--- src/cmed_pkg.sv ---
package cmed_pkg;

   // ----------------------------------------
   // Parameter addresses (command codes)
   // ----------------------------------------
   localparam logic [7:0] ADDR_LEAD = 8'h04;
   localparam logic [7:0] ADDR_TRAIL = 8'h05;
   localparam logic [7:0] ADDR_SEQ = 8'h13;
   localparam logic [7:0] ADDR_SEL = 8'h28;
   localparam logic [7:0] ADDR_BKEN = 8'h2d;
   localparam logic [7:0] ADDR_BRKTO = 8'h2f;

   // ----------------------------------------
   // Reset values and legal ranges
   // ----------------------------------------
   localparam logic [15:0] RST_LEAD = 16'h000a;
   localparam logic [15:0] RST_TRAIL = 16'h000a;
   localparam logic [7:0] RST_SEQ = 8'h2d;
   localparam logic [7:0] RST_SEL = 8'h00;
   localparam logic [15:0] RST_BRKTO = 16'h0000;
   localparam logic RST_BKEN = 1'b0;
   localparam logic [15:0] LEAD_BAD = 16'h0001;
   localparam logic [7:0] SEQ_MIN = 8'h20;
   localparam logic [7:0] SEQ_MAX = 8'h7f;
   localparam logic [7:0] SEL_MAX = 8'h04;
   localparam logic [15:0] BKEN_MAX = 16'h0001;

   // ----------------------------------------
   // Output line selector codes
   // ----------------------------------------
   localparam logic [7:0] SEL_RXIND = 8'h00;
   localparam logic [7:0] SEL_HIGH = 8'h01;
   localparam logic [7:0] SEL_LOW = 8'h02;
   localparam logic [7:0] SEL_PKT = 8'h04;

   // ----------------------------------------
   // Read lengths in bytes
   // ----------------------------------------
   localparam logic [1:0] LEN_WORD = 2'h2;
   localparam logic [1:0] LEN_BYTE = 2'h1;
   localparam logic [1:0] LEN_NONE = 2'h0;

   // ----------------------------------------
   // Timing
   // ----------------------------------------
   localparam int unsigned CLK_HZ = 10_000_000;
   localparam int unsigned UNIT_MS = 100;
   localparam int unsigned SEC_MS = 1000;
   localparam int unsigned FAST_GUARD_MS = 600;
   localparam int unsigned TICK_CYC = CLK_HZ / 1000 * UNIT_MS;
   localparam int unsigned SEC_CYC = CLK_HZ / 1000 * SEC_MS;
   localparam logic [15:0] FAST_GUARD = 16'(FAST_GUARD_MS / UNIT_MS);
   localparam logic [1:0] SEQ_COUNT = 2'h3;

   typedef enum logic [1:0] {
      ST_QUIET = 2'b00,
      ST_SEQ = 2'b01,
      ST_TRAIL = 2'b11,
      ST_CMD = 2'b10
   } cmed_state_t;

endpackage : cmed_pkg

--- src/cmed_tick.sv ---
`timescale 1ns/10ps

module cmed_tick #(
   parameter int unsigned PERIOD = 1000
) (
   // Clock and reset
   input wire logic mclk,
   input wire logic sys_rst,
   // Restart the period
   input wire logic clr,
   // One-cycle pulse per period
   output logic tick_q
);

   typedef struct packed {
      logic [23:0] cnt;
      logic tick;
   } cmed_tick_t;

   localparam logic [23:0] LAST = 24'(PERIOD - 1);

   cmed_tick_t q;
   cmed_tick_t d;

   always_comb
   begin
      d = q;
      d.tick = 1'b0;
      if (clr)
      begin
         d.cnt = '0;
      end
      else if (q.cnt == LAST)
      begin
         d.cnt = '0;
         d.tick = 1'b1;
      end
      else
      begin
         d.cnt = q.cnt + 24'h000001;
      end
   end

   always_ff @(posedge mclk or posedge sys_rst)
   begin
      if (sys_rst)
      begin
         q <= '0;
      end
      else
      begin
         q <= d;
      end
   end

   assign tick_q = q.tick;

endmodule : cmed_tick

--- src/cmed_top.sv ---
`timescale 1ns/10ps

// Summary of operation
// - Leading silence guard is a writable 16-bit count of 100 ms units, default 0x0a.
// - Command mode is entered only after lead silence, the sequence characters, then trail silence.
// - Default pattern is 1 s silence, three sequence characters, 1 s silence; guards and character programmable, count fixed at three.
// - Sequence character accepts writes 0x20 to 0x7f only and resets to 0x2d.
// - With both guard settings zero, both guards last 0.6 s.
// - With break passing on, output break is released after the break timeout in seconds.
// - Third digital output follows the selector: rx indicator, high, low, reserved, packet sent.
// - Reads return 2 bytes for lead guard and break timeout, 1 byte for character and selector.
// - Trailing silence guard is a writable count of 100 ms units, default 0x0a.
// - Break passing enable set to 1 forwards an input break to the far modem, 0 blocks it.

module cmed_top #(
   parameter int unsigned TICK_CYC = cmed_pkg::TICK_CYC,
   parameter int unsigned SEC_CYC = cmed_pkg::SEC_CYC
) (
   // Clock and reset
   input wire logic mclk,
   input wire logic sys_rst,
   // Serial input characters
   input wire logic rx_valid,
   input wire logic [7:0] rx_char,
   output logic rx_ready_q,
   // Characters passed on as data
   output logic fwd_valid_q,
   output logic [7:0] fwd_char_q,
   // Command mode
   input wire logic cmd_exit,
   output logic cmd_mode_q,
   // Parameter access
   input wire logic cfg_wr,
   input wire logic cfg_rd,
   input wire logic [7:0] cfg_addr,
   input wire logic [15:0] cfg_wdata,
   output logic cfg_rvalid_q,
   output logic [15:0] cfg_rdata_q,
   output logic [1:0] cfg_rbytes_q,
   output logic cfg_err_q,
   // Serial break
   input wire logic brk_in,
   input wire logic brk_status,
   output logic brk_send_q,
   output logic dout_brk_q,
   // Third digital output
   input wire logic receive_indicator,
   input wire logic pkt_sent,
   output logic third_digital_output_q
);

   typedef struct packed {
      cmed_pkg::cmed_state_t st;
      logic [15:0] sil;
      logic [1:0] hold;
      logic [1:0] flush;
      logic pend_v;
      logic [7:0] pend_c;
      logic rdy;
      logic cmd;
      logic [15:0] lead;
      logic [15:0] trail;
      logic [7:0] seq;
      logic [7:0] sel;
      logic [15:0] brk_to;
      logic bk_en;
      logic [15:0] brk_sec;
      logic brk_out;
      logic brk_fwd;
      logic do3;
      logic ov;
      logic [7:0] oc;
      logic rv;
      logic [15:0] rd;
      logic [1:0] rb;
      logic rerr;
   } cmed_q_t;

   // ----------------------------------------
   // Reset image
   // ----------------------------------------
   localparam cmed_q_t Q_RST = '{
      st: cmed_pkg::ST_QUIET,
      sil: '0,
      hold: '0,
      flush: '0,
      pend_v: 1'b0,
      pend_c: '0,
      rdy: 1'b1,
      cmd: 1'b0,
      lead: cmed_pkg::RST_LEAD,
      trail: cmed_pkg::RST_TRAIL,
      seq: cmed_pkg::RST_SEQ,
      sel: cmed_pkg::RST_SEL,
      brk_to: cmed_pkg::RST_BRKTO,
      bk_en: cmed_pkg::RST_BKEN,
      brk_sec: '0,
      brk_out: 1'b0,
      brk_fwd: 1'b0,
      do3: 1'b0,
      ov: 1'b0,
      oc: '0,
      rv: 1'b0,
      rd: '0,
      rb: '0,
      rerr: 1'b0
   };

   function automatic logic [15:0] guard_need(input logic [15:0] mine, input logic [15:0] other);
      if (mine == 16'h0000 && other == 16'h0000)
      begin
         return cmed_pkg::FAST_GUARD;
      end
      return mine;
   endfunction : guard_need

   cmed_q_t q;
   cmed_q_t d;
   logic take;
   logic gtick;
   logic btick;
   logic [15:0] lead_need;
   logic [15:0] trail_need;

   assign take = rx_valid & q.rdy;
   assign lead_need = guard_need(q.lead, q.trail);
   assign trail_need = guard_need(q.trail, q.lead);

   // ----------------------------------------
   // Time bases
   // ----------------------------------------
   // Restarted by each character, so silence is measured from the character itself
   cmed_tick #(.PERIOD(TICK_CYC)) u_guard_tick (
      .mclk(mclk),
      .sys_rst(sys_rst),
      .clr(take),
      .tick_q(gtick)
   );

   cmed_tick #(.PERIOD(SEC_CYC)) u_brk_tick (
      .mclk(mclk),
      .sys_rst(sys_rst),
      .clr(brk_status),
      .tick_q(btick)
   );

   // ----------------------------------------
   // Next state
   // ----------------------------------------
   always_comb
   begin
      d = q;
      d.ov = 1'b0;
      d.rv = 1'b0;
      d.rerr = 1'b0;
      d.brk_fwd = brk_in & q.bk_en;
      if (gtick && q.sil != 16'hffff)
      begin
         d.sil = q.sil + 16'h0001;
      end
      if (take)
      begin
         d.sil = '0;
      end
      // Replay of held characters after an abandoned pattern
      if (q.flush != 2'h0)
      begin
         d.ov = 1'b1;
         d.oc = q.seq;
         d.flush = q.flush - 2'h1;
      end
      else if (q.pend_v)
      begin
         d.ov = 1'b1;
         d.oc = q.pend_c;
         d.pend_v = 1'b0;
      end
      case (q.st)
         cmed_pkg::ST_QUIET:
         begin
            if (take && q.sil >= lead_need && rx_char == q.seq)
            begin
               d.hold = 2'h1;
               d.st = cmed_pkg::ST_SEQ;
            end
            else if (take)
            begin
               d.ov = 1'b1;
               d.oc = rx_char;
            end
         end
         cmed_pkg::ST_SEQ:
         begin
            if (take && rx_char == q.seq)
            begin
               d.hold = q.hold + 2'h1;
               if (q.hold == cmed_pkg::SEQ_COUNT - 2'h1)
               begin
                  d.st = cmed_pkg::ST_TRAIL;
               end
            end
            else if (take || q.sil >= lead_need)
            begin
               // Typing slower than the guard also abandons the pattern
               d.flush = q.hold;
               d.hold = '0;
               d.pend_v = take;
               d.pend_c = rx_char;
               d.st = cmed_pkg::ST_QUIET;
            end
         end
         cmed_pkg::ST_TRAIL:
         begin
            if (take)
            begin
               d.flush = q.hold;
               d.hold = '0;
               d.pend_v = 1'b1;
               d.pend_c = rx_char;
               d.st = cmed_pkg::ST_QUIET;
            end
            else if (q.sil >= trail_need)
            begin
               d.hold = '0;
               d.st = cmed_pkg::ST_CMD;
            end
         end
         cmed_pkg::ST_CMD:
         begin
            if (take)
            begin
               d.ov = 1'b1;
               d.oc = rx_char;
            end
            if (cmd_exit)
            begin
               d.st = cmed_pkg::ST_QUIET;
            end
         end
         default:
         begin
            d.st = cmed_pkg::ST_QUIET;
         end
      endcase
      d.cmd = (d.st == cmed_pkg::ST_CMD);
      d.rdy = (d.flush == 2'h0) && !d.pend_v;

      // Parameter writes; out-of-range values are refused and flagged
      if (cfg_wr)
      begin
         case (cfg_addr)
            cmed_pkg::ADDR_LEAD:
            begin
               if (cfg_wdata != cmed_pkg::LEAD_BAD)
               begin
                  d.lead = cfg_wdata;
               end
               else
               begin
                  d.rerr = 1'b1;
               end
            end
            cmed_pkg::ADDR_TRAIL:
            begin
               d.trail = cfg_wdata;
            end
            cmed_pkg::ADDR_SEQ:
            begin
               if (cfg_wdata[15:8] == 8'h00 && cfg_wdata[7:0] >= cmed_pkg::SEQ_MIN
                   && cfg_wdata[7:0] <= cmed_pkg::SEQ_MAX)
               begin
                  d.seq = cfg_wdata[7:0];
               end
               else
               begin
                  d.rerr = 1'b1;
               end
            end
            cmed_pkg::ADDR_SEL:
            begin
               if (cfg_wdata <= {8'h00, cmed_pkg::SEL_MAX})
               begin
                  d.sel = cfg_wdata[7:0];
               end
               else
               begin
                  d.rerr = 1'b1;
               end
            end
            cmed_pkg::ADDR_BKEN:
            begin
               if (cfg_wdata <= cmed_pkg::BKEN_MAX)
               begin
                  d.bk_en = cfg_wdata[0];
               end
               else
               begin
                  d.rerr = 1'b1;
               end
            end
            cmed_pkg::ADDR_BRKTO:
            begin
               d.brk_to = cfg_wdata;
            end
            default:
            begin
               d.rerr = 1'b1;
            end
         endcase
      end
      else if (cfg_rd)
      begin
         d.rv = 1'b1;
         d.rd = '0;
         d.rb = cmed_pkg::LEN_BYTE;
         case (cfg_addr)
            cmed_pkg::ADDR_LEAD:
            begin
               d.rd = q.lead;
               d.rb = cmed_pkg::LEN_WORD;
            end
            cmed_pkg::ADDR_TRAIL:
            begin
               d.rd = q.trail;
               d.rb = cmed_pkg::LEN_WORD;
            end
            cmed_pkg::ADDR_SEQ:
            begin
               d.rd = {8'h00, q.seq};
            end
            cmed_pkg::ADDR_SEL:
            begin
               d.rd = {8'h00, q.sel};
            end
            cmed_pkg::ADDR_BKEN:
            begin
               d.rd = {15'h0000, q.bk_en};
            end
            cmed_pkg::ADDR_BRKTO:
            begin
               d.rd = q.brk_to;
               d.rb = cmed_pkg::LEN_WORD;
            end
            default:
            begin
               d.rb = cmed_pkg::LEN_NONE;
               d.rerr = 1'b1;
            end
         endcase
      end

      // Output break hold; fresh status wins over the timeout
      if (btick && q.brk_sec != 16'hffff)
      begin
         d.brk_sec = q.brk_sec + 16'h0001;
      end
      if (brk_status && q.bk_en)
      begin
         d.brk_out = 1'b1;
         d.brk_sec = '0;
      end
      else if (brk_status)
      begin
         d.brk_sec = '0;
      end
      else if (q.brk_out && (q.brk_sec >= q.brk_to || !q.bk_en))
      begin
         d.brk_out = 1'b0;
      end

      case (q.sel)
         cmed_pkg::SEL_RXIND: d.do3 = receive_indicator;
         cmed_pkg::SEL_HIGH: d.do3 = 1'b1;
         cmed_pkg::SEL_LOW: d.do3 = 1'b0;
         cmed_pkg::SEL_PKT: d.do3 = pkt_sent;
         default: d.do3 = 1'b0;
      endcase
   end

   always_ff @(posedge mclk or posedge sys_rst)
   begin
      if (sys_rst)
      begin
         q <= Q_RST;
      end
      else
      begin
         q <= d;
      end
   end

   assign rx_ready_q = q.rdy;
   assign fwd_valid_q = q.ov;
   assign fwd_char_q = q.oc;
   assign cmd_mode_q = q.cmd;
   assign cfg_rvalid_q = q.rv;
   assign cfg_rdata_q = q.rd;
   assign cfg_rbytes_q = q.rb;
   assign cfg_err_q = q.rerr;
   assign brk_send_q = q.brk_fwd;
   assign dout_brk_q = q.brk_out;
   assign third_digital_output_q = q.do3;
endmodule : cmed_top

--- config.mk ---
export PLATFORM = sky130hd
export DESIGN_NAME = cmed_top
export DESIGN_NICKNAME = d
export VERILOG_FILES = /design/src/cmed_pkg.sv /design/src/cmed_tick.sv /design/src/cmed_top.sv
export SDC_FILE = /design/constraint.sdc
export NUM_CORES = 1
export LEC_CHECK = 0
export ABC_AREA = 1
export BUFFER_PORTS_ARGS = -buffer_cell sky130_fd_sc_hd__buf_2
export CAP_MARGIN = 10
export CORE_ASPECT_RATIO = 0.7
export CORE_UTILIZATION = 25
export CTS_CLUSTER_SIZE = 12
export DETAILED_ROUTE_END_ITERATION = 10
export PLACE_DENSITY = 0.42
export SYNTH_ARGS = -nofsm -noshare
export SYNTH_HDL_FRONTEND = slang
export SYNTH_HIERARCHICAL = 1
export SYNTH_SLANG_ARGS = --single-unit
--- constraint.sdc ---
create_clock -name mclk -period 4.9 [get_ports mclk]
set_input_delay 0.49 -clock mclk [delete_from_list [all_inputs] [get_ports mclk]]
set_output_delay 0.49 -clock mclk [all_outputs]
set_load 0.05 [all_outputs]
; ---- Yosys cells after proc, flatten, opt, wreduce, memory -nomap -nowiden
; Index checks and enable logic that the tools add are counted.
[totals]
out_inout_bits = 34
ff_bits = 196
inputBits = 42
[classes]
order_cmp = 7
bitwise_logic = 3
reduce_logical = 41
eq_ne = 26
add_sub_neg = 6
mux = 55
[op_table]
columns = operator, n
row1 = $mux 16, 7
row2 = $mux 24, 4
row3 = $pmux 16 s6, 1
row4 = $add 24x1->24 const B, 2
row5 = $ge 16x16->1, 3
row6 = $mux 9, 4
row7 = $add 16x1->16 const B, 2
row8 = $logic_not 16->1, 2
row9 = $ne 16x16->1 const B, 2
row10 = $eq 24x20->1 const B, 1
row11 = $eq 24x24->1 const B, 1
row12 = $eq 8x3->1 const B, 3
row13 = $eq 8x6->1 const B, 3
row14 = $mux 2, 12
row15 = $mux 11, 2
row16 = $pmux 11 s2, 1
row17 = $mux 20, 1
row18 = $mux 19, 1
row19 = $pmux 9 s2, 1
row20 = $mux 17, 1
row21 = $le 16x1->1 const B, 1
row22 = $le 16x3->1 const B, 1
row23 = $logic_not 8->1, 2
row24 = $ne 16x1->1 const B, 1
row25 = 33 further kinds, 79

; ---- Logic depth before layout (Yosys ltp)
; Gate-level depths: netlist (run 1).
[depth]
ltp_word = 11
mapped_depth = 19
ltp_nobuf = 18

; ---- By module
; The synthesis (run 1) kept the hierarchy.
[modules_own_cells]
columns = mod, instances, seq_area_each_um2, area_per_inst_um2, cells_each
row1 = cmed_top, 1, 3664.8, 8665.8, 1106
row2 = cmed_tick (u_brk_tick), 1, 625.6, 1488.9, 205
row3 = cmed_tick (u_guard_tick), 1, 625.6, 1460.2, 204

; ---- Worst setup path before layout (run 1)
; No wires, ideal clock.
[synth_path]
kind = register to register
from = register, netlist name q[92]
to = register q, in the netlist fwd_char_q[0]
period_less_slack_ns = 2.604
n_path_buf = 0
arrival_ns = 2.462
required_ns = 4.758
path_slack_ns = 2.296
path_stages_with_launch = 18
cell_sequence = dfrtp_1 > nor4_1 > nand3_1 > nor4_1 > nor2_1 > ha_1 > nand2_1 > nand2_1 > nand2_1 > nand2_1 > nand2_1 > nand2_1 > nand2_1 > nand2_1 > nand3_2 > nand2_2 > nor2_1 > o22ai_1
[synth_lines]
columns = item, line
row1 = end signal: assignment, cmed_top.sv:384  ; q <= Q_RST;
row2 = end signal: assignment, cmed_top.sv:388  ; q <= d;
row3 = end: declaration, cmed_top.sv:117  ; cmed_q_t q;

==> results of run 1 <==
-- cell usage after synthesis, drive strengths merged --
master / n / area [µm²]
o221ai: 7 / 61.3
nand3b: 3 / 22.5
nand4: 23 / 150
buf: 38 / 294
or2: 3 / 18.8
clkinv: 4 / 16.3
and2: 5 / 31.3
a41oi: 1 / 8.76
xnor2: 9 / 78.8
a21boi: 1 / 7.51
xor2: 15 / 131
o311ai: 1 / 26.3
and3: 2 / 12.5
a21oi: 66 / 334
nor3b: 1 / 7.51
clkbuf: 18 / 67.6
o211ai: 2 / 15.0
nand2: 367 / 1440
ha: 53 / 663
inv: 196 / 736
o21ai: 130 / 662
nor4: 11 / 75.1
dfrtp: 187 / 4680
dfstp: 9 / 236
a22o: 4 / 35.0
o22ai: 23 / 144
o21bai: 2 / 18.8
a32oi: 2 / 17.5
o21a: 4 / 30.0
a211oi: 1 / 7.51
o31ai: 2 / 15.0
a31oi: 6 / 37.5
nor2: 188 / 811
nor3: 35 / 218
nand3: 96 / 505
-- registers in the layout (all words and copies together), names as in the netlist, 2 cells and up --
signal and count:
q 112, u_brk_tick/q 24, u_guard_tick/q 24, cfg_rdata_q 16, fwd_char_q 8, cfg_rbytes_q 2
-- metrics by stage --
step	cell area [µm²]	setup WS, ns	utilization, %
floorplan	11600	0.502	-
global placement	12400	1.41	27.3
detailed placement	12400	1.42	27.3
CTS	13000	1.37	28.6
global route	13000	0.945	28.6
finish	13000	1.27	28.6
-- worst max-delay path by stage --
stage / slack, ns / to / depth (start not counted) / startpoint
after floorplan: 0.50 / brk_send_q / 1 / sys_rst
after global placement: 1.41 / fwd_char_q[5] / 17 / q[101]
after CTS: 1.37 / fwd_char_q[5] / 17 / q[101]
after detailed placement: 1.42 / fwd_char_q[2] / 17 / q[101]
final: 1.27 / fwd_char_q[0] / 17 / q[101]
after global routing: 0.95 / fwd_char_q[5] / 17 / q[101]
-- where the power goes --
group          internal, W  switching [W]
logic             0.000258       0.000640
registers          0.00174      0.0000900
clock network     0.000773       0.000688
total              0.00277        0.00142
-- worst register-to-register path, cell delays in order (launching register included) --
cell,delay [ns]
sky130_fd_sc_hd__dfrtp_1,0.40
sky130_fd_sc_hd__nor4_1,0.44
sky130_fd_sc_hd__nand4_1,0.22
sky130_fd_sc_hd__nor4_1,0.61
sky130_fd_sc_hd__nor2_1,0.11
sky130_fd_sc_hd__ha_1,0.32
sky130_fd_sc_hd__nand2_1,0.07
sky130_fd_sc_hd__inv_1,0.04
sky130_fd_sc_hd__nand2_1,0.05
sky130_fd_sc_hd__nand2_1,0.05
sky130_fd_sc_hd__nand2_1,0.05
sky130_fd_sc_hd__nand2_1,0.05
sky130_fd_sc_hd__nand2_1,0.13
sky130_fd_sc_hd__nand2_1,0.10
sky130_fd_sc_hd__nand3_2,0.09
sky130_fd_sc_hd__nand2_2,0.16
sky130_fd_sc_hd__nor2_1,0.46
sky130_fd_sc_hd__o22ai_1,0.14
-- per-layer routing --
layer  GRT usage (%)  part of all wire (%)
met1            23.8                    54
met2            21.9                    41
met3            2.60                   3.6
met4            3.20                   1.1
met5               0                     0
-- area by class of cell --
class	count	share of cell area (%)
clock buffer	19	3.40
sequential	196	37.8
multi-input combinational	1063	42.9
inverter	200	5.82
antenna	1	0.0192
clock inverter	13	1.11
timing repair buffer	80	3.17
tap	603	5.80
-- cell families (layout without fill, tap and decap cells) --
logic type | Yosys count | count (layout) | synth area share, %
AOI/OAI and AO/OA | 252 | 252 | 12.2
xor gates and xnor gates | 24 | 24 | 1.81
adders and majority gates | 53 | 53 | 5.71
buffers and inverters | 256 | 312 | 9.59
DFF | 196 | 196 | 42.3
other | 0 | 1 | 0
and+or+nand+nor | 734 | 734 | 28.3
==> metrics.md, run 1 <==
| Metric | Value |
|---|---|
| Result of the run | completed |
| Number of pins exceeding their max-slew limit in the final report | 0 |
| Actual transition at the worst max-transition pin | ~1.1 ns |
| Syn Nets | between 1500 and 2000 |
| Worst hold path class | in2reg |
| Initial antenna violation count | 0 |
| Peak supply drop | 0.234 mV |
| Die Outline Area | 47300 µm² |
| Floorplan die height | 182 µm |
| Non-filler cells in the finished layout | 2175 |
| Final setup fails | 0 |
| Worst max-slew margin expressed relative to the limit | between 20% and 30% |
| Mapped Avg Cell Area | 7.67 µm² |
| Postcts setup bufs | 0 |
| Post-synth cell types | 52 |
| Buffer levels on the longest clock path | 2 |
| DRC violation count after routing | 0 |
| CTS Root Buffer Type | sky130_fd_sc_hd__clkbuf_16 |
| Global-route wire length before repair | 56100 µm |
| Number of DRC markers in iteration 0 | 625 |
| Part of the cycle the worst path needs | 74.0% |
| Post-DP HPWL | 27000 µm |
| CORE AREA | 45500 µm² |
| Detail-routed net length per standard cell | 16.0 µm |
| Largest net degree at the start of global routing | 88 |
| Storage element area | 4920 µm² |
| Worst hold path cell count | 3 |
| Fill cell total of the finished layout | 5019 |
| RSZ-0062 raised after global routing | no |
| Final critical delay including setup and external delays | 3.63 ns |
| Layout Area Growth over Synthesis | 12.1% |
| Clock Latency Late Sink | 0.46 ns |
| Critical path data arrival time | approximately 3.9 ns |
| Reg2reg path depth | 17 |
| Crit-path most repeated cell | sky130_fd_sc_hd__nand2_1 |
| I/O pins | 76 |
| Synthesized instance count | 1515 |
| Combined area of all synthesized cells | 11600 µm² |
| Number of hold violations in the final report | 0 |
| Final Net Count | around 1700 |
| Yosys warning total | 6 |
| Clock Sinks | 196 |
| TritonCTS clock tree | done |
| Maximum operating frequency | 0.276 GHz |
| Via density per instance | 4.58 |
| Hold Path Sink | brk_send_q |
| Areal power density over the cells | 322 nW/µm² |
| CP Class | reg2reg |
| Combined buffer and inverter count along the critical path | 1 |
| Horiz. Die Dim | 260 µm |
| Total number of placement rows | between 60 and 70 |
| # resized after CTS | 0 |
| Data required time at the worst endpoint | 5.22 ns |
| Critical Path Fanout Max | 11 |
| TritonCTS buffer count | 17 |
| Total number of H-tree levels | 4 |
| Area used by multi-input combinational logic | 5590 µm² |
| Synth Register Bits | 196 |
| Post-CTS clock slew at the launch and capture registers of the worst setup and hold paths | 0.08 ns |
| Sequential area share after synthesis | between 40 and 50% |
| Worst stage delay on the critical path | 0.61 ns |
| Layout cells sized above 1 | a little over an eighth |
| Worst hold margin | ~0.22 ns |
| All-layer global routing usage | roughly 15% |
| Kind of start point of the critical path | flip-flop |
| Final Total Pwr | 0.00419 W |
| Hold path start | brk_in |
| Hold buffer count at CTS | 0 |
| Max-capacitance violation count | 0 |
| Cell type of the slowest stage on the worst timing path | sky130_fd_sc_hd__nor4_1 |
| Most common cell after layout, fill and taps aside | sky130_fd_sc_hd__nand2_1 |
| Worst path cell trace | nor4_1 > nand4_1 > nor4_1 > nor2_1 > ha_1 > nand2_1 > inv_1 > nand2_1 > nand2_1 > nand2_1 > nand2_1 > nand2_1 > nand2_1 > nand3_2 > nand2_2 > nor2_1 > o22ai_1 |
| Via count | 9952 |
| Pleak | about 6 nW |
| Vias in the first global route | between 9000 and 10000 |
| Remaining global-route overflow | 0 |
| Final setup TNS | 0 ns |
| Last weighted congestion value of the routability-driven placer | 0.830 |
| Startpoint of the worst register-to-register path | q[101] |
| Final ANT Viol Nets | 0 |
| Number of detailed-route iterations in the first pass | 5 |
| CP top delay family | simple AND/OR/NAND/NOR gates |
| Total wire length after detailed routing | 34800 µm |
| Starting utilization of the core area | between 20% and 30% |
| Commonest cells after routing, fill and taps aside | sky130_fd_sc_hd__nand2_1 (342), sky130_fd_sc_hd__dfrtp_1 (187), sky130_fd_sc_hd__inv_1 (184) |
| Setup slack of the worst register-to-register path | 1.27 ns |
| Quantity of I/O buffers inserted on ports | 75 |
| Kind of end point of the critical path | flip-flop |
| Setup skew after layout | between 0.015 and 0.02 ns |
| Worst reg2reg endpoint | fwd_char_q[0] |
| Placed insts | 2142 |
(Power assumes the default switching activity.)
==> inputs of run 2 (changes only) <==
--- a/config.mk
+++ b/config.mk
@@ -12,7 +12,7 @@
 export CORE_UTILIZATION = 25
 export CTS_CLUSTER_SIZE = 12
 export DETAILED_ROUTE_END_ITERATION = 10
-export PLACE_DENSITY = 0.42
+export PLACE_DENSITY = 0.43
 export SYNTH_ARGS = -nofsm -noshare
 export SYNTH_HDL_FRONTEND = slang
 export SYNTH_HIERARCHICAL = 1
==> constraint.sdc (replaced) <==
create_clock -name mclk -period 2.97 [get_ports mclk]
set_input_delay 0.297 -clock mclk [delete_from_list [all_inputs] [get_ports mclk]]
set_output_delay 0.297 -clock mclk [all_outputs]
set_load 0.05 [all_outputs]
==> run 2 against run 1 <==
  * Total power up 71%
  * Routed wire length down 0.36%
  * Clock-buffer cell count up 2
  * Combinational power up 87%
  * Cell area up 2.4%
  * Critical path type unchanged
  * Utilization up 0.69 points
  * Flip-flop and latch count unchanged
  * Via count down 0.53%
  * Sequential power up 66%
  * Highest routed layer unchanged
==> metrics.md, run 2 (synthesis results as in run 1) <==
| Metric | Value |
|---|---|
| Vias in the first global route | 9674 (was 9571) |
| Number of hold violations in the final report | 0 (unchanged) |
| Kind of end point of the critical path | flip-flop (unchanged) |
| CTS Root Buffer Type | sky130_fd_sc_hd__clkbuf_16 (unchanged) |
| Layout cells sized above 1 | 15.2% (was 13.0%) |
| Number of pins exceeding their max-slew limit in the final report | 0 (unchanged) |
| Final Total Pwr | 0.00719 W (was 0.00419 W) |
| Met2 track demand over resource in global routing | 21.9% (about the same) |
| Worst max-slew margin expressed relative to the limit | 32.9% (was 28.0%) |
| Post-CTS clock slew at the launch and capture registers of the worst setup and hold paths | 0.08 ns (about the same) |
| Reg2reg path depth | 19 (was 17) |
| Final critical delay including setup and external delays | 2.84 ns (was 3.63 ns) |
| # diodes | 0 (was 1) |
| Quantity of I/O buffers inserted on ports | 75 (unchanged) |
| Part of the cycle the worst path needs | 95.5% (was 74.0%) |
| Capture point of the critical path | fwd_char_q[0] (unchanged) |
| Areal power density over the cells | 540 nW/µm² (was 322 nW/µm²) |
| Final standard cell area without fillers | 13300 µm² (was 13000 µm²) |
| Register with the most flip-flops | q (unchanged) |
| Max-capacitance violation count | 0 (unchanged) |
| Horiz. Die Dim | 260 µm (unchanged) |
| TritonCTS buffer count | 17 (unchanged) |
| RSZ-0062 raised after global routing | yes (was no) |
| Post-DP HPWL | 27000 µm (about the same) |
| Detail-routed net length per standard cell | 15.9 µm (was 16.0 µm) |
| Startpoint of the worst register-to-register path | q[83] (was q[101]) |
| Die Outline Area | 47300 µm² (unchanged) |
| Kind of start point of the critical path | flip-flop (unchanged) |
| Registers with the highest flip-flop counts | q x112, u_brk_tick/q x24, u_guard_tick/q x24 (unchanged) |
| Clock Latency Late Sink | 0.45 ns (was 0.46 ns) |
| Largest net degree at the start of global routing | 65 (was 88) |
| Via density per instance | 4.53 (was 4.58) |
| Final Net Count | 1666 (was 1653) |
| Met3 Use GR | 3.28% (was 2.60%) |
| Data required time at the worst endpoint | 3.30 ns (was 5.22 ns) |
| DRC violation count after routing | 0 (unchanged) |
| Met1 layer usage reported by global route | 22.8% (was 23.8%) |
| Peak supply drop | 0.363 mV (was 0.234 mV) |
| Commonest cells after routing, fill and taps aside | sky130_fd_sc_hd__nand2_1 (337), sky130_fd_sc_hd__dfrtp_1 (187), sky130_fd_sc_hd__inv_1 (184) (was sky130_fd_sc_hd__nand2_1 (342), sky130_fd_sc_hd__dfrtp_1 (187), sky130_fd_sc_hd__inv_1 (184)) |
| CP Launch Point | q[83] (was q[101]) |
| Result of the run | completed (unchanged) |
| Most used routing layer | met1 (unchanged) |
| Initial antenna violation count | 0 (unchanged) |
| Crit-path most repeated cell | sky130_fd_sc_hd__nand2_1 (unchanged) |
| Number of detailed-route iterations in the first pass | 8 (was 5) |
| Cell type of the slowest stage on the worst timing path | sky130_fd_sc_hd__dfrtp_1 (was sky130_fd_sc_hd__nor4_1) |
| Actual transition at the worst max-transition pin | 1.01 ns (was 1.08 ns) |
| Total number of H-tree levels | 4 (unchanged) |
| Final ANT Viol Nets | 0 (unchanged) |
| Total wire length after detailed routing | 34700 µm (was 34800 µm) |
| Total cell area at the placement stage | 12500 µm² (was 12400 µm²) |
| Total number of placement rows | 65 (unchanged) |
| Pleak | 6.13 nW (was 6.00 nW) |
| Setup skew after layout | 0.0144 ns (was 0.0160 ns) |
| Final setup fails | 0 (unchanged) |
| Crit path setup slack, layout | 0.132 ns (was 1.27 ns) |
| Starting utilization of the core area | 25.5% (unchanged) |
| Number of DRC markers in iteration 0 | 654 (was 625) |
| Non-filler cells in the finished layout | 2187 (was 2175) |
| All-layer global routing usage | 15.2% (was 15.4%) |
| I/O pins | 76 (unchanged) |
| CP Class | reg2reg (unchanged) |
| Largest register FFs | 112 (unchanged) |
| Critical Path Fanout Max | 8 (was 11) |
| Global-route wire length before repair | 55500 µm (was 56100 µm) |
| Most common cell after layout, fill and taps aside | sky130_fd_sc_hd__nand2_1 (unchanged) |
| TritonCTS clock tree | done (unchanged) |
| CORE AREA | 45500 µm² (unchanged) |
| Setup slack of the worst register-to-register path | 0.13 ns (was 1.27 ns) |
| Clock Sinks | 196 (unchanged) |
| Placed insts | 2153 (was 2142) |
| Critical path data arrival time | 3.17 ns (was 3.94 ns) |
| Maximum operating frequency | 0.352 GHz (was 0.276 GHz) |
| Worst path cell trace | nor4_2 > nand4_1 > nor4_2 > buf_4 > nor2_2 > ha_1 > nand2_1 > nand2_1 > nand2_1 > nand2_1 > nand2_1 > nand2_1 > nand2_2 > nand2_2 > nand3_2 > nand2_4 > nor2_4 > buf_6 > o22ai_2 (was nor4_1 > nand4_1 > nor4_1 > nor2_1 > ha_1 > nand2_1 > inv_1 > nand2_1 > nand2_1 > nand2_1 > nand2_1 > nand2_1 > nand2_1 > nand3_2 > nand2_2 > nor2_1 > o22ai_1) |
| Last weighted congestion value of the routability-driven placer | 0.825 (was 0.830) |
| Layout Area Growth over Synthesis | 14.7% (was 12.1%) |
| Worst stage delay on the critical path | 0.39 ns (was 0.61 ns) |
| Post-place setup slack | 0.0673 ns (was 1.42 ns) |
| Via count | 9899 (was 9952) |
| Worst reg2reg endpoint | fwd_char_q[0] (unchanged) |
| Floorplan die height | 182 µm (unchanged) |
| Buffer levels on the longest clock path | 2 (unchanged) |
| Remaining global-route overflow | 0 (unchanged) |
| Worst hold path class | in2reg (unchanged) |
run 2: routing by layer:
metal / wire (µm) / vias to the layer above
met5: 0 / -
met4: 257 / 0
met3: 1360 / 15
met2: 14600 / 143
met1: 18500 / 4700
li1: - / 5041
run 2: through the flow:
| step | TNS, ns | hold WS (ns) | utilization (%) |
|---|---|---|---|
| 3_3_place_gp | 0 | 0.464 | 27.6 |
| 3_5_place_dp | 0 | 0.466 | 27.6 |
| 5_1_grt | -0.987 | 0.0131 | 29.3 |
| 4_1_cts | 0 | 0.00114 | 28.9 |
| 2_1_floorplan | 0 | 0.324 | - |
| 6_report | 0 | 0.0270 | 29.3 |
run 2: worst min path at each step:
stage                               start                to  slack [ns]  cells past startpoint
after floorplan                   sys_rst  u_brk_tick/q[10]        0.32                      1
after global placement    u_brk_tick/q[1]   u_brk_tick/q[1]        0.46                      1
after detailed placement  u_brk_tick/q[1]   u_brk_tick/q[1]        0.47                      1
final                              brk_in        brk_send_q        0.03                      3
after global routing               brk_in        brk_send_q        0.01                      3
after CTS                          brk_in        brk_send_q       0.001                      3
run 2: final cells by class:
type,count,area (µm²)
Clock inverter,11,141
Inverter,200,756
Timing Repair Buffer,93,542
Multi-Input combinational cell,1063,5750
Fill cell,4936,32100
Sequential cell,196,4920
Clock buffer,21,470
Tap cell,603,754
run 2: what timing repair did:
item,CTS,global route
resized for setup,0,32
hold endpoints to repair,1,0
hold buffers,1,0
buffers inserted,0,1
setup endpoints to repair,0,25
run 2: worst max-delay path: cells and delay by family (launching register included):
kind	cells	cell delay, ns
AOI/OAI and AO/OA	1	0.07
adders and majority gates	1	0.29
buffers and inverters	2	0.34
DFF	1	0.39
and+or+nand+nor	15	1.63
run 2: power breakdown:
group,switching [W],leakage (nW),internal (W)
registers,0.000154,2.61,0.00288
clock network,0.00115,0.288,0.00133
logic,0.00113,3.23,0.000543
